--- src/verilog/ebm_pkg.sv ---
`default_nettype none
// Shared constants and types of the endpoint buffer manager.
package ebm_pkg;
   // APB register byte offsets.
   localparam logic [7:0] CLKDIV_OFS = 8'h00;
   localparam logic [7:0] DMACFG_OFS = 8'h04;
   localparam logic [7:0] CMD_OFS = 8'h08;
   localparam logic [7:0] PMODE_OFS = 8'h0c;
   localparam logic [7:0] INTSTAT_OFS = 8'h10;
   localparam logic [7:0] STATUS_OFS = 8'h14;
   localparam logic [7:0] DATA_OFS = 8'h18;
   // Register values after reset.
   localparam logic [7:0] CLKDIV_RST = 8'h00;
   localparam logic [7:0] DMACFG_RST = 8'h00;
   localparam logic [1:0] PMODE_RST = 2'h0;
   // Field positions.
   localparam int SOF_ONLY_BIT = 7;
   localparam int MERGE_BIT = 5;
   localparam int DMA_EN_BIT = 0;
   localparam int DMA_DIR_BIT = 1;
   localparam int DMA_BURST_BIT = 2;
   localparam int SOF_PEND_BIT = 6;
   // Command codes.
   localparam logic [7:0] ENH_LO = 8'hb0;
   localparam logic [7:0] ENH_HI = 8'hbf;
   localparam logic [7:0] VALIDATE_CMD = 8'hfa;
   // Endpoint indices and packet sizes.
   localparam logic [2:0] PRI_OUT_IDX = 3'h4;
   localparam logic [2:0] PRI_IN_IDX = 3'h5;
   localparam logic [7:0] CTRL_MPS = 8'h10;
   localparam logic [7:0] AUX_MPS = 8'h10;
   localparam logic [7:0] PRI_MPS = 8'h40;
   localparam logic [7:0] PRI_ISO_MPS = 8'h80;
   localparam int BUF_DEPTH = 256;
   // One byte on its way to the host.
   typedef struct packed {
      logic last;
      logic [7:0] data;
   } ebm_byte_t;
   // Host IN sender states.
   typedef enum logic [1:0] {
      IS_IDLE = 2'b01,
      IS_SEND = 2'b10
   } ebm_in_state_t;
endpackage
`default_nettype wire
--- src/verilog/ebm_buffer_mgr.sv ---
// Function
// - Two config bits select interrupt mode.
// - Interrupt from register bits, SOF, or both.
// - Mode 0 bits, 1 both, 2 SOF.
// - Default mode after every reset.
// - Commands B0h-BFh switch to enhanced mode.
// - Default mode has three bidirectional endpoints.
// - Control endpoint 16 bytes each way.
// - Auxiliary endpoint bulk/interrupt, 16 bytes.
// - Primary endpoint OUT index 4, IN 5.
// - Primary endpoint four modes set by setup.
// - Primary endpoint is double buffered.
// - Banks switch automatically; full bank readable.
// - DMA writes IN, reads OUT alone.
// - DMA single-cycle and burst transfers.
// - Host OUT data kept for local removal.
// - IN data released only on host request.
`timescale 1ns/1ps
`default_nettype none
module ebm_buffer_mgr
   import ebm_pkg::*;
(
   // Clock and reset.
   input wire logic core_clk,
   input wire logic rst_b,
   // APB slave.
   input wire logic psel,
   input wire logic penable,
   input wire logic pwrite,
   input wire logic [7:0] paddr,
   input wire logic [31:0] pwdata,
   output logic [31:0] prdata,
   output logic pready,
   output logic pslverr,
   // Host OUT stream from the protocol engine.
   input wire logic usb_out_valid,
   input wire logic [2:0] usb_out_idx,
   input wire logic [7:0] usb_out_data,
   input wire logic usb_out_last,
   output logic usb_out_ready,
   // Host IN requests and stream to the protocol engine.
   input wire logic usb_in_req,
   input wire logic [2:0] usb_in_idx,
   output logic usb_in_valid,
   output logic [7:0] usb_in_data,
   output logic usb_in_last,
   input wire logic usb_in_ready,
   output logic usb_in_nak,
   // Start-of-frame pulse.
   input wire logic usb_sof,
   // DMA pins.
   output logic dma_req,
   input wire logic dma_ack_b,
   input wire logic [7:0] dma_wdata,
   output logic [7:0] dma_rdata,
   // Open-drain interrupt pin.
   output logic int_b_o,
   output logic int_b_oe
);

   ////////////////////////////////////////////////////////////////////////////
   // Packet size per endpoint index and primary endpoint mode; zero disables.
   function automatic logic [7:0] mps(input logic [2:0] idx, input logic [1:0] m);
      logic [7:0] r;
      r = 8'h00;
      if (idx == 3'h0 || idx == 3'h1) begin
         r = CTRL_MPS;
      end else if (idx == 3'h2 || idx == 3'h3) begin
         r = AUX_MPS;
      end else if (idx == PRI_OUT_IDX) begin
         r = (m == 2'h0 || m == 2'h3) ? PRI_MPS : (m == 2'h1) ? PRI_ISO_MPS : 8'h00;
      end else if (idx == PRI_IN_IDX) begin
         r = (m == 2'h0 || m == 2'h3) ? PRI_MPS : (m == 2'h2) ? PRI_ISO_MPS : 8'h00;
      end
      return r;
   endfunction

   ////////////////////////////////////////////////////////////////////////////
   // State.
   logic [7:0] clkdiv_q, clkdiv_d; // Frame-only bit lives here.
   logic [7:0] dmacfg_q, dmacfg_d; // DMA and merge bits.
   logic [1:0] pmode_q, pmode_d; // Primary endpoint mode.
   logic enh_q, enh_d; // Enhanced command set active.
   logic [6:0] ints_q, ints_d; // Pending endpoint events and SOF.
   logic [1:0] ofull_q, ofull_d; // OUT bank holds a packet.
   logic [7:0] olen_q [2], olen_d [2]; // OUT packet lengths.
   logic owb_q, owb_d, orb_q, orb_d; // OUT write and read banks.
   logic [7:0] owc_q, owc_d, orp_q, orp_d; // OUT counts.
   logic [1:0] ifull_q, ifull_d; // IN bank committed.
   logic [7:0] ilen_q [2], ilen_d [2]; // IN packet lengths.
   logic ilb_q, ilb_d, ihb_q, ihb_d; // Local fill and host banks.
   logic [7:0] ilp_q, ilp_d, isp_q, isp_d; // IN counts.
   ebm_in_state_t ist_q, ist_d; // Host IN sender.
   ebm_byte_t e0_q, e0_d, e1_q, e1_d; // Two-entry skid buffer.
   logic v0_q, v0_d, v1_q, v1_d;
   logic [31:0] prdata_q, prdata_d;
   logic pready_q, pready_d, pslverr_q, pslverr_d;
   logic oready_q, oready_d, nak_q, nak_d;
   logic dreq_q, dreq_d, oe_q, oe_d;
   logic [7:0] drd_q, drd_d;
   logic ack_s1_q, ack_s2_q, ack_s3_q; // Ack synchroniser and edge stage.
   logic [7:0] dw_s1_q, dw_s2_q; // DMA write data synchroniser.
   // Buffers: bank in the top address bit.
   logic [7:0] omem [BUF_DEPTH];
   logic [7:0] imem [BUF_DEPTH];

   ////////////////////////////////////////////////////////////////////////////
   // Combinational helpers.
   logic acc, wr, rd, dma_en, dma_stb, lpop, lpush, opush, spush, spop, int_act;
   logic [7:0] lbyte, ombyte, mps_o, mps_i;
   assign acc = psel & penable & pready_q;
   assign wr = acc & pwrite;
   assign rd = acc & ~pwrite;
   assign dma_en = dmacfg_q[DMA_EN_BIT];
   // Falling ack seen only past the second synchroniser flop.
   assign dma_stb = dma_en & ack_s3_q & ~ack_s2_q;
   assign mps_o = mps(PRI_OUT_IDX, pmode_q);
   assign mps_i = mps(PRI_IN_IDX, pmode_q);
   assign ombyte = omem[{orb_q, orp_q[6:0]}];
   assign lpop = ofull_q[orb_q] & (dma_en ? dma_stb & dmacfg_q[DMA_DIR_BIT] : rd & paddr == DATA_OFS);
   assign lpush = ~ifull_q[ilb_q] & mps_i != 8'h00
                  & (dma_en ? dma_stb & ~dmacfg_q[DMA_DIR_BIT] : wr & paddr == DATA_OFS);
   assign lbyte = dma_en ? dw_s2_q : pwdata[7:0];
   assign opush = usb_out_valid & oready_q & usb_out_idx == PRI_OUT_IDX & owc_q < mps_o;
   assign spush = ist_q == IS_SEND & ~v1_q;
   assign spop = v0_q & usb_in_ready;
   always_comb begin
      if (clkdiv_q[SOF_ONLY_BIT]) begin
         int_act = ints_q[SOF_PEND_BIT];
      end else if (dmacfg_q[MERGE_BIT]) begin
         int_act = |ints_q;
      end else begin
         int_act = |ints_q[5:0];
      end
   end

   ////////////////////////////////////////////////////////////////////////////
   // Registers, APB answer and interrupt flags.
   always_comb begin
      clkdiv_d = clkdiv_q;
      dmacfg_d = dmacfg_q;
      pmode_d = pmode_q;
      enh_d = enh_q;
      ints_d = ints_q;
      prdata_d = prdata_q;
      pslverr_d = 1'b0;
      // One wait state: ready rises in the second access cycle.
      pready_d = psel & penable & ~pready_q;
      if (psel & penable & ~pready_q) begin
         prdata_d = 32'h0000_0000;
         unique case (paddr)
            CLKDIV_OFS: prdata_d[7:0] = clkdiv_q;
            DMACFG_OFS: prdata_d[7:0] = dmacfg_q;
            CMD_OFS: prdata_d = 32'h0000_0000;
            PMODE_OFS: prdata_d[1:0] = pmode_q;
            INTSTAT_OFS: prdata_d[6:0] = ints_q;
            STATUS_OFS: prdata_d[6:0] = {ilb_q, orb_q, ifull_q, ofull_q, enh_q};
            // DMA owns the data path, so a processor read sees zero.
            DATA_OFS: prdata_d[7:0] = ofull_q[orb_q] & ~dma_en ? ombyte : 8'h00;
            default: pslverr_d = 1'b1; // Unmapped address.
         endcase
      end
      if (wr) begin
         unique case (paddr)
            CLKDIV_OFS: clkdiv_d = pwdata[7:0];
            DMACFG_OFS: dmacfg_d = pwdata[7:0];
            PMODE_OFS: pmode_d = pwdata[1:0];
            INTSTAT_OFS: ints_d = ints_q & ~pwdata[6:0];
            CMD_OFS: enh_d = enh_q | (pwdata[7:0] >= ENH_LO & pwdata[7:0] <= ENH_HI);
            default: ;
         endcase
      end
      // event sources; a set beats a clear in the same cycle.
      if (usb_sof) begin
         ints_d[SOF_PEND_BIT] = 1'b1;
      end
      // Indices above the primary IN endpoint have no flag and are ignored.
      if (usb_out_valid & oready_q & usb_out_last & usb_out_idx <= PRI_IN_IDX) begin
         ints_d[usb_out_idx] = 1'b1;
      end
      if (spush & isp_q + 8'h01 >= ilen_q[ihb_q]) begin
         ints_d[PRI_IN_IDX] = 1'b1;
      end
      oe_d = int_act;
   end

   ////////////////////////////////////////////////////////////////////////////
   // Primary OUT double buffer.
   always_comb begin
      ofull_d = ofull_q;
      olen_d = olen_q;
      owb_d = owb_q;
      orb_d = orb_q;
      owc_d = owc_q;
      orp_d = orp_q;
      if (opush) begin
         owc_d = owc_q + 8'h01;
      end
      if (usb_out_valid & oready_q & usb_out_idx == PRI_OUT_IDX & usb_out_last) begin
         ofull_d[owb_q] = 1'b1;
         olen_d[owb_q] = owc_d;
         owb_d = ~owb_q;
         owc_d = 8'h00;
      end
      if (lpop) begin
         orp_d = orp_q + 8'h01;
         if (orp_q + 8'h01 >= olen_q[orb_q]) begin
            ofull_d[orb_q] = 1'b0;
            orb_d = ~orb_q;
            orp_d = 8'h00;
         end
      end
      oready_d = ~ofull_d[owb_d];
   end

   ////////////////////////////////////////////////////////////////////////////
   // Primary IN double buffer and host sender.
   always_comb begin
      ifull_d = ifull_q;
      ilen_d = ilen_q;
      ilb_d = ilb_q;
      ihb_d = ihb_q;
      ilp_d = ilp_q;
      isp_d = isp_q;
      ist_d = ist_q;
      nak_d = 1'b0;
      if (lpush) begin
         ilp_d = ilp_q + 8'h01;
      end
      // A full bank or a validate command commits the packet.
      if ((lpush & ilp_d >= mps_i) | (wr & paddr == CMD_OFS & pwdata[7:0] == VALIDATE_CMD
          & ~ifull_q[ilb_q] & ilp_q != 8'h00)) begin
         ifull_d[ilb_q] = 1'b1;
         ilen_d[ilb_q] = ilp_d;
         ilb_d = ~ilb_q;
         ilp_d = 8'h00;
      end
      unique case (ist_q)
         IS_IDLE: begin
            if (usb_in_req) begin
               if (usb_in_idx == PRI_IN_IDX & ifull_q[ihb_q]) begin
                  ist_d = IS_SEND;
                  isp_d = 8'h00;
               end else begin
                  nak_d = 1'b1;
               end
            end
         end
         IS_SEND: begin
            if (spush) begin
               isp_d = isp_q + 8'h01;
               if (isp_q + 8'h01 >= ilen_q[ihb_q]) begin
                  ifull_d[ihb_q] = 1'b0;
                  ihb_d = ~ihb_q;
                  ist_d = IS_IDLE;
               end
            end
         end
      endcase
   end

   ////////////////////////////////////////////////////////////////////////////
   // Two-entry skid buffer toward the host; a stall holds the sender.
   always_comb begin
      e0_d = e0_q;
      e1_d = e1_q;
      v0_d = v0_q;
      v1_d = v1_q;
      if (spop) begin
         e0_d = e1_q;
         v0_d = v1_q;
         v1_d = 1'b0;
      end
      if (spush) begin
         if (v0_d) begin
            e1_d = '{last: isp_q + 8'h01 >= ilen_q[ihb_q], data: imem[{ihb_q, isp_q[6:0]}]};
            v1_d = 1'b1;
         end else begin
            e0_d = '{last: isp_q + 8'h01 >= ilen_q[ihb_q], data: imem[{ihb_q, isp_q[6:0]}]};
            v0_d = 1'b1;
         end
      end
   end

   ////////////////////////////////////////////////////////////////////////////
   // DMA request and read data.
   always_comb begin
      drd_d = lpop & dma_en ? ombyte : drd_q;
      // burst keeps asking; single-cycle waits out the ack.
      dreq_d = dma_en & (dmacfg_q[DMA_DIR_BIT] ? ofull_q[orb_q] : ~ifull_q[ilb_q] & mps_i != 8'h00)
               & (dmacfg_q[DMA_BURST_BIT] | ack_s2_q) & ~dma_stb;
   end

   ////////////////////////////////////////////////////////////////////////////
   // Buffer memories; no reset since the full flags guard them.
   always_ff @(posedge core_clk) begin
      if (opush) begin
         omem[{owb_q, owc_q[6:0]}] <= usb_out_data;
      end
      if (lpush) begin
         imem[{ilb_q, ilp_q[6:0]}] <= lbyte;
      end
   end

   ////////////////////////////////////////////////////////////////////////////
   // All control flops.
   always_ff @(posedge core_clk or negedge rst_b) begin
      if (!rst_b) begin
         clkdiv_q <= CLKDIV_RST;
         dmacfg_q <= DMACFG_RST;
         pmode_q <= PMODE_RST;
         enh_q <= 1'b0;
         ints_q <= 7'h00;
         ofull_q <= 2'h0;
         olen_q <= '{8'h00, 8'h00};
         owb_q <= 1'b0;
         orb_q <= 1'b0;
         owc_q <= 8'h00;
         orp_q <= 8'h00;
         ifull_q <= 2'h0;
         ilen_q <= '{8'h00, 8'h00};
         ilb_q <= 1'b0;
         ihb_q <= 1'b0;
         ilp_q <= 8'h00;
         isp_q <= 8'h00;
         ist_q <= IS_IDLE;
         e0_q <= '0;
         e1_q <= '0;
         v0_q <= 1'b0;
         v1_q <= 1'b0;
         prdata_q <= 32'h0000_0000;
         pready_q <= 1'b0;
         pslverr_q <= 1'b0;
         oready_q <= 1'b1;
         nak_q <= 1'b0;
         dreq_q <= 1'b0;
         oe_q <= 1'b0;
         drd_q <= 8'h00;
         ack_s1_q <= 1'b1;
         ack_s2_q <= 1'b1;
         ack_s3_q <= 1'b1;
         dw_s1_q <= 8'h00;
         dw_s2_q <= 8'h00;
      end else begin
         clkdiv_q <= clkdiv_d;
         dmacfg_q <= dmacfg_d;
         pmode_q <= pmode_d;
         enh_q <= enh_d;
         ints_q <= ints_d;
         ofull_q <= ofull_d;
         olen_q <= olen_d;
         owb_q <= owb_d;
         orb_q <= orb_d;
         owc_q <= owc_d;
         orp_q <= orp_d;
         ifull_q <= ifull_d;
         ilen_q <= ilen_d;
         ilb_q <= ilb_d;
         ihb_q <= ihb_d;
         ilp_q <= ilp_d;
         isp_q <= isp_d;
         ist_q <= ist_d;
         e0_q <= e0_d;
         e1_q <= e1_d;
         v0_q <= v0_d;
         v1_q <= v1_d;
         prdata_q <= prdata_d;
         pready_q <= pready_d;
         pslverr_q <= pslverr_d;
         oready_q <= oready_d;
         nak_q <= nak_d;
         dreq_q <= dreq_d;
         oe_q <= oe_d;
         drd_q <= drd_d;
         ack_s1_q <= dma_ack_b;
         ack_s2_q <= ack_s1_q;
         ack_s3_q <= ack_s2_q;
         dw_s1_q <= dma_wdata;
         dw_s2_q <= dw_s1_q;
      end
   end

   // Outputs straight from flops except int_b_o, which is tied low; the open-drain pin only ever pulls low.
   assign prdata = prdata_q;
   assign pready = pready_q;
   assign pslverr = pslverr_q;
   assign usb_out_ready = oready_q;
   assign usb_in_valid = v0_q;
   assign usb_in_data = e0_q.data;
   assign usb_in_last = e0_q.last;
   assign usb_in_nak = nak_q;
   assign dma_req = dreq_q;
   assign dma_rdata = drd_q;
   assign int_b_o = 1'b0;
   assign int_b_oe = oe_q;

   ////////////////////////////////////////////////////////////////////////////
   // Checks.
   property p_sof_only;
      @(posedge core_clk) disable iff (!rst_b)
      clkdiv_q[SOF_ONLY_BIT] & ~ints_q[SOF_PEND_BIT] |=> ~int_b_oe;
   endproperty
   a_sof_only: assert property (p_sof_only) else $error("SOF-only mode drove pin without SOF");
   property p_mode0;
      @(posedge core_clk) disable iff (!rst_b)
      ~clkdiv_q[SOF_ONLY_BIT] & ~dmacfg_q[MERGE_BIT] & ints_q == 7'h40 |=> ~int_b_oe;
   endproperty
   a_mode0: assert property (p_mode0) else $error("Mode 0 reacted to SOF");
   property p_merge;
      @(posedge core_clk) disable iff (!rst_b)
      ~clkdiv_q[SOF_ONLY_BIT] & dmacfg_q[MERGE_BIT] & ints_q[SOF_PEND_BIT] |=> int_b_oe;
   endproperty
   a_merge: assert property (p_merge) else $error("Mode 1 missed SOF");
   property p_pin;
      @(posedge core_clk) disable iff (!rst_b)
      ints_q == 7'h00 ##1 ints_q == 7'h00 |-> ~int_b_oe;
   endproperty
   a_pin: assert property (p_pin) else $error("Pin low with nothing pending");
   property p_enh;
      @(posedge core_clk) disable iff (!rst_b)
      $rose(enh_q) |-> $past(wr & paddr == CMD_OFS & pwdata[7:4] == 4'hb);
   endproperty
   a_enh: assert property (p_enh) else $error("Enhanced mode without layout command");
   property p_enh_hold;
      @(posedge core_clk) disable iff (!rst_b)
      enh_q |=> enh_q;
   endproperty
   a_enh_hold: assert property (p_enh_hold) else $error("Enhanced mode dropped without reset");
   property p_nak;
      @(posedge core_clk) disable iff (!rst_b)
      ist_q == IS_IDLE & usb_in_req & ~ifull_q[ihb_q] |=> usb_in_nak ##1 ~usb_in_nak;
   endproperty
   a_nak: assert property (p_nak) else $error("Empty IN request not refused");
   property p_out_bank;
      @(posedge core_clk) disable iff (!rst_b)
      usb_out_valid & oready_q & usb_out_idx == PRI_OUT_IDX & usb_out_last
      |=> ofull_q[$past(owb_q)] & owb_q != $past(owb_q);
   endproperty
   a_out_bank: assert property (p_out_bank) else $error("OUT bank not closed and switched");
   property p_dma_push;
      @(posedge core_clk) disable iff (!rst_b)
      dma_stb & ~dmacfg_q[DMA_DIR_BIT] & ~ifull_q[ilb_q] & mps_i != 8'h00
      |=> ilp_q != $past(ilp_q) | ilb_q != $past(ilb_q);
   endproperty
   a_dma_push: assert property (p_dma_push) else $error("DMA byte not stored");
endmodule // ebm_buffer_mgr
`default_nettype wire

--- config.mk ---
export PLATFORM = sky130hd
export DESIGN_NAME = ebm_buffer_mgr
export DESIGN_NICKNAME = d
export VERILOG_FILES = /design/src/verilog/ebm_pkg.sv /design/src/verilog/ebm_buffer_mgr.sv
export SDC_FILE = /design/constraint.sdc
export NUM_CORES = 2
export LEC_CHECK = 0
export BUFFER_PORTS_ARGS = -buffer_cell sky130_fd_sc_hd__buf_2
export CAP_MARGIN = 20
export CORE_UTILIZATION = 39
export CTS_CLUSTER_DIAMETER = 100
export DETAILED_ROUTE_END_ITERATION = 8
export GPL_ROUTABILITY_DRIVEN = 1
export PLACE_DENSITY_LB_ADDON = 0.08
export SYNTH_ARGS = -nofsm -noshare
export SYNTH_HDL_FRONTEND = slang
export SYNTH_SLANG_ARGS = --single-unit
--- constraint.sdc ---
create_clock -name core_clk -period 8.9 [get_ports core_clk]
set_clock_uncertainty 0.15 [all_clocks]
set_input_delay 2.67 -clock core_clk [delete_from_list [all_inputs] [get_ports core_clk]]
set_output_delay 2.67 -clock core_clk [all_outputs]
set_load 0.01 [all_outputs]
# Word level (Yosys, flattened, before mapping)
# Memories as Yosys holds them, arrays and structs flattened.
# Index checks and enable logic that the tools add are counted.
# classes
eq_ne	18
muxes	88
n_lt_le_gt_ge	24
n_bitwise	64
reduce_logical	24
n_addsub	4
# ops
op	count
2-to-1 mux 8 bit	22
AND 1 bit	35
2-to-1 mux 1 bit	35
adder 8 x 1 -> 8 bit, second input constant	4
bitwise mux 16 bit	2
2-to-1 mux 9 bit	3
one-hot mux 5 bit (5 select lines)	1
equality test 8 x 5 -> 1 bit, second input constant	3
>= comparator 8 bit	3
2-to-1 mux 2 bit	11
2-to-1 mux 7 bit	3
demux 8 bit (select 1 bit)	2
equality test 8 x 4 -> 1 bit, second input constant	2
one-hot mux 8 bit (2 select lines)	1
nonzero test 8 bit	2
OR reduction 7 bit	2
NOT 1 bit	13
one-hot mux 2 bit (6 select lines)	1
AND reduction 2 bit	6
< comparator 1 x 2 -> 1 bit, second input constant	5
equality test 8 x 3 -> 1 bit, second input constant	1
equality test 8 bit, second input constant	1
>= comparator 2 bit, second input constant	4
>= comparator 8 bit, second input constant	1
other kinds (31)	59
# totals
ramBits	4096
word_cells	263
ff_bits	161
mem_count	2
# memory_table
name	depth	word_bits	rd	rd_ports_with_merged_regs	wr	line_no	source
imem	256	8	1	0	1	ebm_buffer_mgr.sv:105	logic [7:0] imem [BUF_DEPTH];
omem	256	8	1	0	1	ebm_buffer_mgr.sv:104	logic [7:0] omem [BUF_DEPTH];

# Longest topological paths before layout
# logic_depth
ltp_word	15
mapped_depth	17

# Worst setup path after synthesis
# Ideal clock, no wire load.
# synth_timing
path_kind	input port to flip-flop
startpoint	input paddr[0]
endpoint	register ilen_q[15] (netlist name)
t_required_ps	8622
setup_slack_ps	1993
arrival_ps	6630
path_buffers	1
stages	15
cell_sequence	or4_4 > or4_4 > o32a_1 > nor2b_1 > nand4_2 > or2_2 > xnor2_1 > inv_1 > ha_1 > nand4b_1 > or3_1 > o221ai_2 > and2b_1 > buf_4 > mux2_1
# synth_via
elab_chain_cells	8
# synth_rtl
element	line_no	source
start: declaration	ebm_buffer_mgr.sv:30	input wire logic [7:0] paddr,
equality test 8 x 5 -> 1 bit	ebm_buffer_mgr.sv:122	& (dma_en ? dma_stb & ~dmacfg_q[DMA_DIR_BIT] : wr & paddr == DATA_OFS);
AND 1 bit	ebm_buffer_mgr.sv:122	
2-to-1 mux 1 bit	ebm_buffer_mgr.sv:122	
AND 1 bit	ebm_buffer_mgr.sv:122	
2-to-1 mux 8 bit	ebm_buffer_mgr.sv:227	if (lpush) begin
>= comparator 8 bit	ebm_buffer_mgr.sv:231	if ((lpush & ilp_d >= mps_i) | (wr & paddr == CMD_OFS & pwdata[7:0] == VALIDATE_CMD
AND 1 bit	ebm_buffer_mgr.sv:231	
bitwise OR 1 bit	ebm_buffer_mgr.sv:231	
end signal: assignment	ebm_buffer_mgr.sv:321	ilen_q <= '{8'h00, 8'h00};
end signal: assignment	ebm_buffer_mgr.sv:357	ilen_q <= ilen_d;
end: declaration	ebm_buffer_mgr.sv:90	logic [7:0] ilen_q [2], ilen_d [2];
# Parallel ways exist; a longest one is shown, timed or not.
# A chain may end at the register's enable or synchronous reset.

# Final worst setup path
# layout_timing
startpoint	input paddr[0]
endpoint	register ilen_q[13] (netlist name)
# The elaborated chain is that of the path after synthesis.

==> flow_summary.ini <==
[logic_synthesis]
syn-cell-area_um2 = 165000
ys_ff_latch = 4257
syn_inst = 8057
synth_ff_type = edfxtp_1
async_flop_share_pct = 3.78
avgSynthCellArea_um2 = 20.5
synth_cell_types = 71
synth_warnings = 0
synth_edf_count = 4096
ys_seq_area_share_pct = 76.9

[die]
pin_count = 130
floorplan.initialDensity_pct = 39.2
die_h_um = 653
dieArea_um2 = 426000
core_area_um2 = 421000
die_x_um = 653
row_count = 238

[final_layout]
final_common_cell = edfxtp_1
final_nets = 8357
multi_input_area_um2 = 36200
stdcell_count = 14300
area_growth_pct = 13.0
regArea_um2 = 127000
final_cell_mix = 4096 x edfxtp_1, 959 x mux4_2, 609 x nor2_1, 447 x clkbuf_16, 234 x a22oi_1
drive_above_1_share_pct = 22.6
fillCellCount = 35800

[worst_setup_path]
startpoint_type = primary input
critical_path.max_fanout = 9
max_stage_delay_ns = 0.53
critPathArrivalTime_ns = 7.10
timing.rr.start = orp_q[0]
crit_end = ilen_q[13]
reg2reg_depth = 10
startpoint = paddr[0]
slowest_stage = or4_4
crit_path_end_kind = register
timing.critical_path.mode_cell = or4_4
critical_path_class = in -> reg
worstReg2RegEnd = prdata[4]
rrSetupSlack_ns = 3.59
crit_chain = buf_2, or4_4, or4_4, o32a_1, nor2b_1, nand4_4, or2_2, xnor2_1, inv_1, ha_1, nand4b_1, or3_1, o221ai_2, and2b_1, mux2_1
crit_required_ns = 9.58

[sta]
tightest_slew_ns = 1.24
timing.setup.tns_ns = 0
maxSlewViolCount = 0
fin_crit_ns = 6.42
setup_viol = 0
slew_headroom_pct = 17.1
rsz0062_at_grt = no
max_freq_ghz = 0.156
finalCritPeriodShare_pct = 72.1
hold_viol_final = 0

[cts]
post-cts-setup-buffer-count = 0
cts_root_buf = clkbuf_16
htreeDepth = 5
insertion_delay_ns = 0.98
clock-sinks = 4257
cts_resized = 0
cts.path.max_buffers = 4
cts_inserted_buffers = 442
clkTransAtPathRegs_ns = 0.06
ctsHoldBuffers = 0
cts_tree = yes

[detailed_routing]
postRouteAntennaNets = 0
drt-wirelength-per-cell_um = 32.0
routed_wirelength_mm = 457
vias = 80000
first_pass_iters = 5
viasPerCell = 5.61
drtIter0Drc = 7543
drc = 0

[worst_hold_path]
worstHoldPathType = reg -> reg

[global_route]
grt_pass1_vias = 82400
grtUsageTotal_pct = 21.2
grt_max_degree = 204
grt_pass1_wl_mm = 642
antenna_found_initial = 17
grt-ovfl-total = 0

[placement]
place.gp.congestion = 0.808
placedCellCount = 13400
post-dp-hpwl_mm = 272
portBuffers = 80

[pwr]
peakVddDrop_mv = 0.190
p_leak_nw = 56.7
p_per_area_nw_per_um2 = 241

[status]
status = complete, no violations

[flow_run]
maxCapViolations = 0
synthesized netlist by cell type (43+ instances only):
master / number / area share [%]
a22oi_1: 234 / 1.1
buf_2: 86 / 0.26
nor2b_1: 45 / 0.17
a221oi_1: 62 / 0.33
edfxtp_1: 4096 / 74
nor2_1: 614 / 1.4
a22o_1: 57 / 0.30
nand2_1: 192 / 0.44
mux4_2: 959 / 13
o22ai_1: 76 / 0.29
dfrtp_1: 156 / 2.4
nand3_1: 73 / 0.22
mux2i_1: 212 / 1.3
buf_1: 94 / 0.21
nor3_1: 51 / 0.15
o21ai_0: 106 / 0.32
a21oi_1: 146 / 0.44
mux2_2: 43 / 0.29
clkbuf_1: 306 / 0.70
kinds of logic (layout without fill, tap and decap cells):
group	count (synthesis)	count (layout)	synth area share, %
multiplexers	1228	1228	14.8
other	1	29	0.00227
flip-flops	4257	4257	76.9
buffers and inverters	541	1067	1.36
XOR/XNOR	31	31	0.164
AND/OR/NAND/NOR	1138	1138	3.04
AO/OA/AOI/OAI	828	828	3.48
adder cells (fa/ha/maj)	33	33	0.250
flip-flops by register name (all words and copies together), names as in the netlist, 2 cells and up:
signal,flops
dmacfg_q,8
isp_q,8
clkdiv_q,8
ofull_q,2
ifull_q,2
imem,2048
prdata,8
ints_q,7
ilp_q,8
usb_in_data,8
olen_q,16
orp_q,8
ist_q,2
omem,2048
pmode_q,2
dw_s1_q,8
ilen_q,16
dw_s2_q,8
e1_q,9
owc_q,8
dma_rdata,8
power by group:
group | total (W) | switching [W] | internal [W]
Combinational | 0.00456 | 0.00268 | 0.00188
Clock | 0.0182 | 0.00777 | 0.0104
Sequential | 0.0223 | 0.000183 | 0.0221
layout make-up:
class | instances | area share (%)
flip-flops and latches | 4257 | 68.1
multi-input cells | 3283 | 19.4
clock buffers | 548 | 6.23
well taps | 5640 | 3.78
clock inverters | 252 | 1.31
repair buffers | 242 | 1.12
inverters | 25 | 0.0503
diodes | 4 | 0.00536
worst max-delay path: cells and delay by family:
kind	cells	cell delay [ns]
AO/OA/AOI/OAI	2	0.64
adder cells (fa/ha/maj)	1	0.29
multiplexers	1	0.37
buffers and inverters	2	0.20
AND/OR/NAND/NOR	8	2.70
XOR/XNOR	1	0.23
through the flow:
stage / worst slack (ns) / total power, W / util (%) / hold slack, ns / instance area, µm²
after global placement: 1.44 / 0.0273 / 41.0 / 0.183 / 172000
after detailed placement: 1.49 / 0.0274 / 41.0 / 0.190 / 173000
after global routing: 2.27 / 0.0464 / 44.3 / 0.190 / 187000
after floorplan: 1.99 / 0.0256 / - / 0.181 / 165000
after CTS: 2.53 / 0.0455 / 44.3 / 0.190 / 187000
final: 2.48 / 0.0450 / 44.3 / 0.176 / 187000
how the worst min path moves through the flow:
stage	startpoint	endpoint	slack [ns]	depth (start not counted)
2_1_floorplan	dw_s1_q[0]	dw_s2_q[0]	0.18	0
3_3_place_gp	dw_s1_q[5]	dw_s2_q[5]	0.18	0
3_5_place_dp	dw_s1_q[5]	dw_s2_q[5]	0.19	0
4_1_cts	dw_s1_q[1]	dw_s2_q[1]	0.19	0
5_1_grt	dw_s1_q[1]	dw_s2_q[1]	0.19	0
6_report	dw_s1_q[1]	dw_s2_q[1]	0.18	0
metal layers:
layer,routed length [µm],vias to the layer above,share of wire (%),GRT usage (%)
li1,-,33800,-,-
met5,13,-,0.0028,0
met4,13300,2,2.9,5.92
met1,198000,43300,43,29.4
met2,224000,2226,49,35.2
met3,21300,605,4.7,2.68
Power figures use the tool's default switching activity.
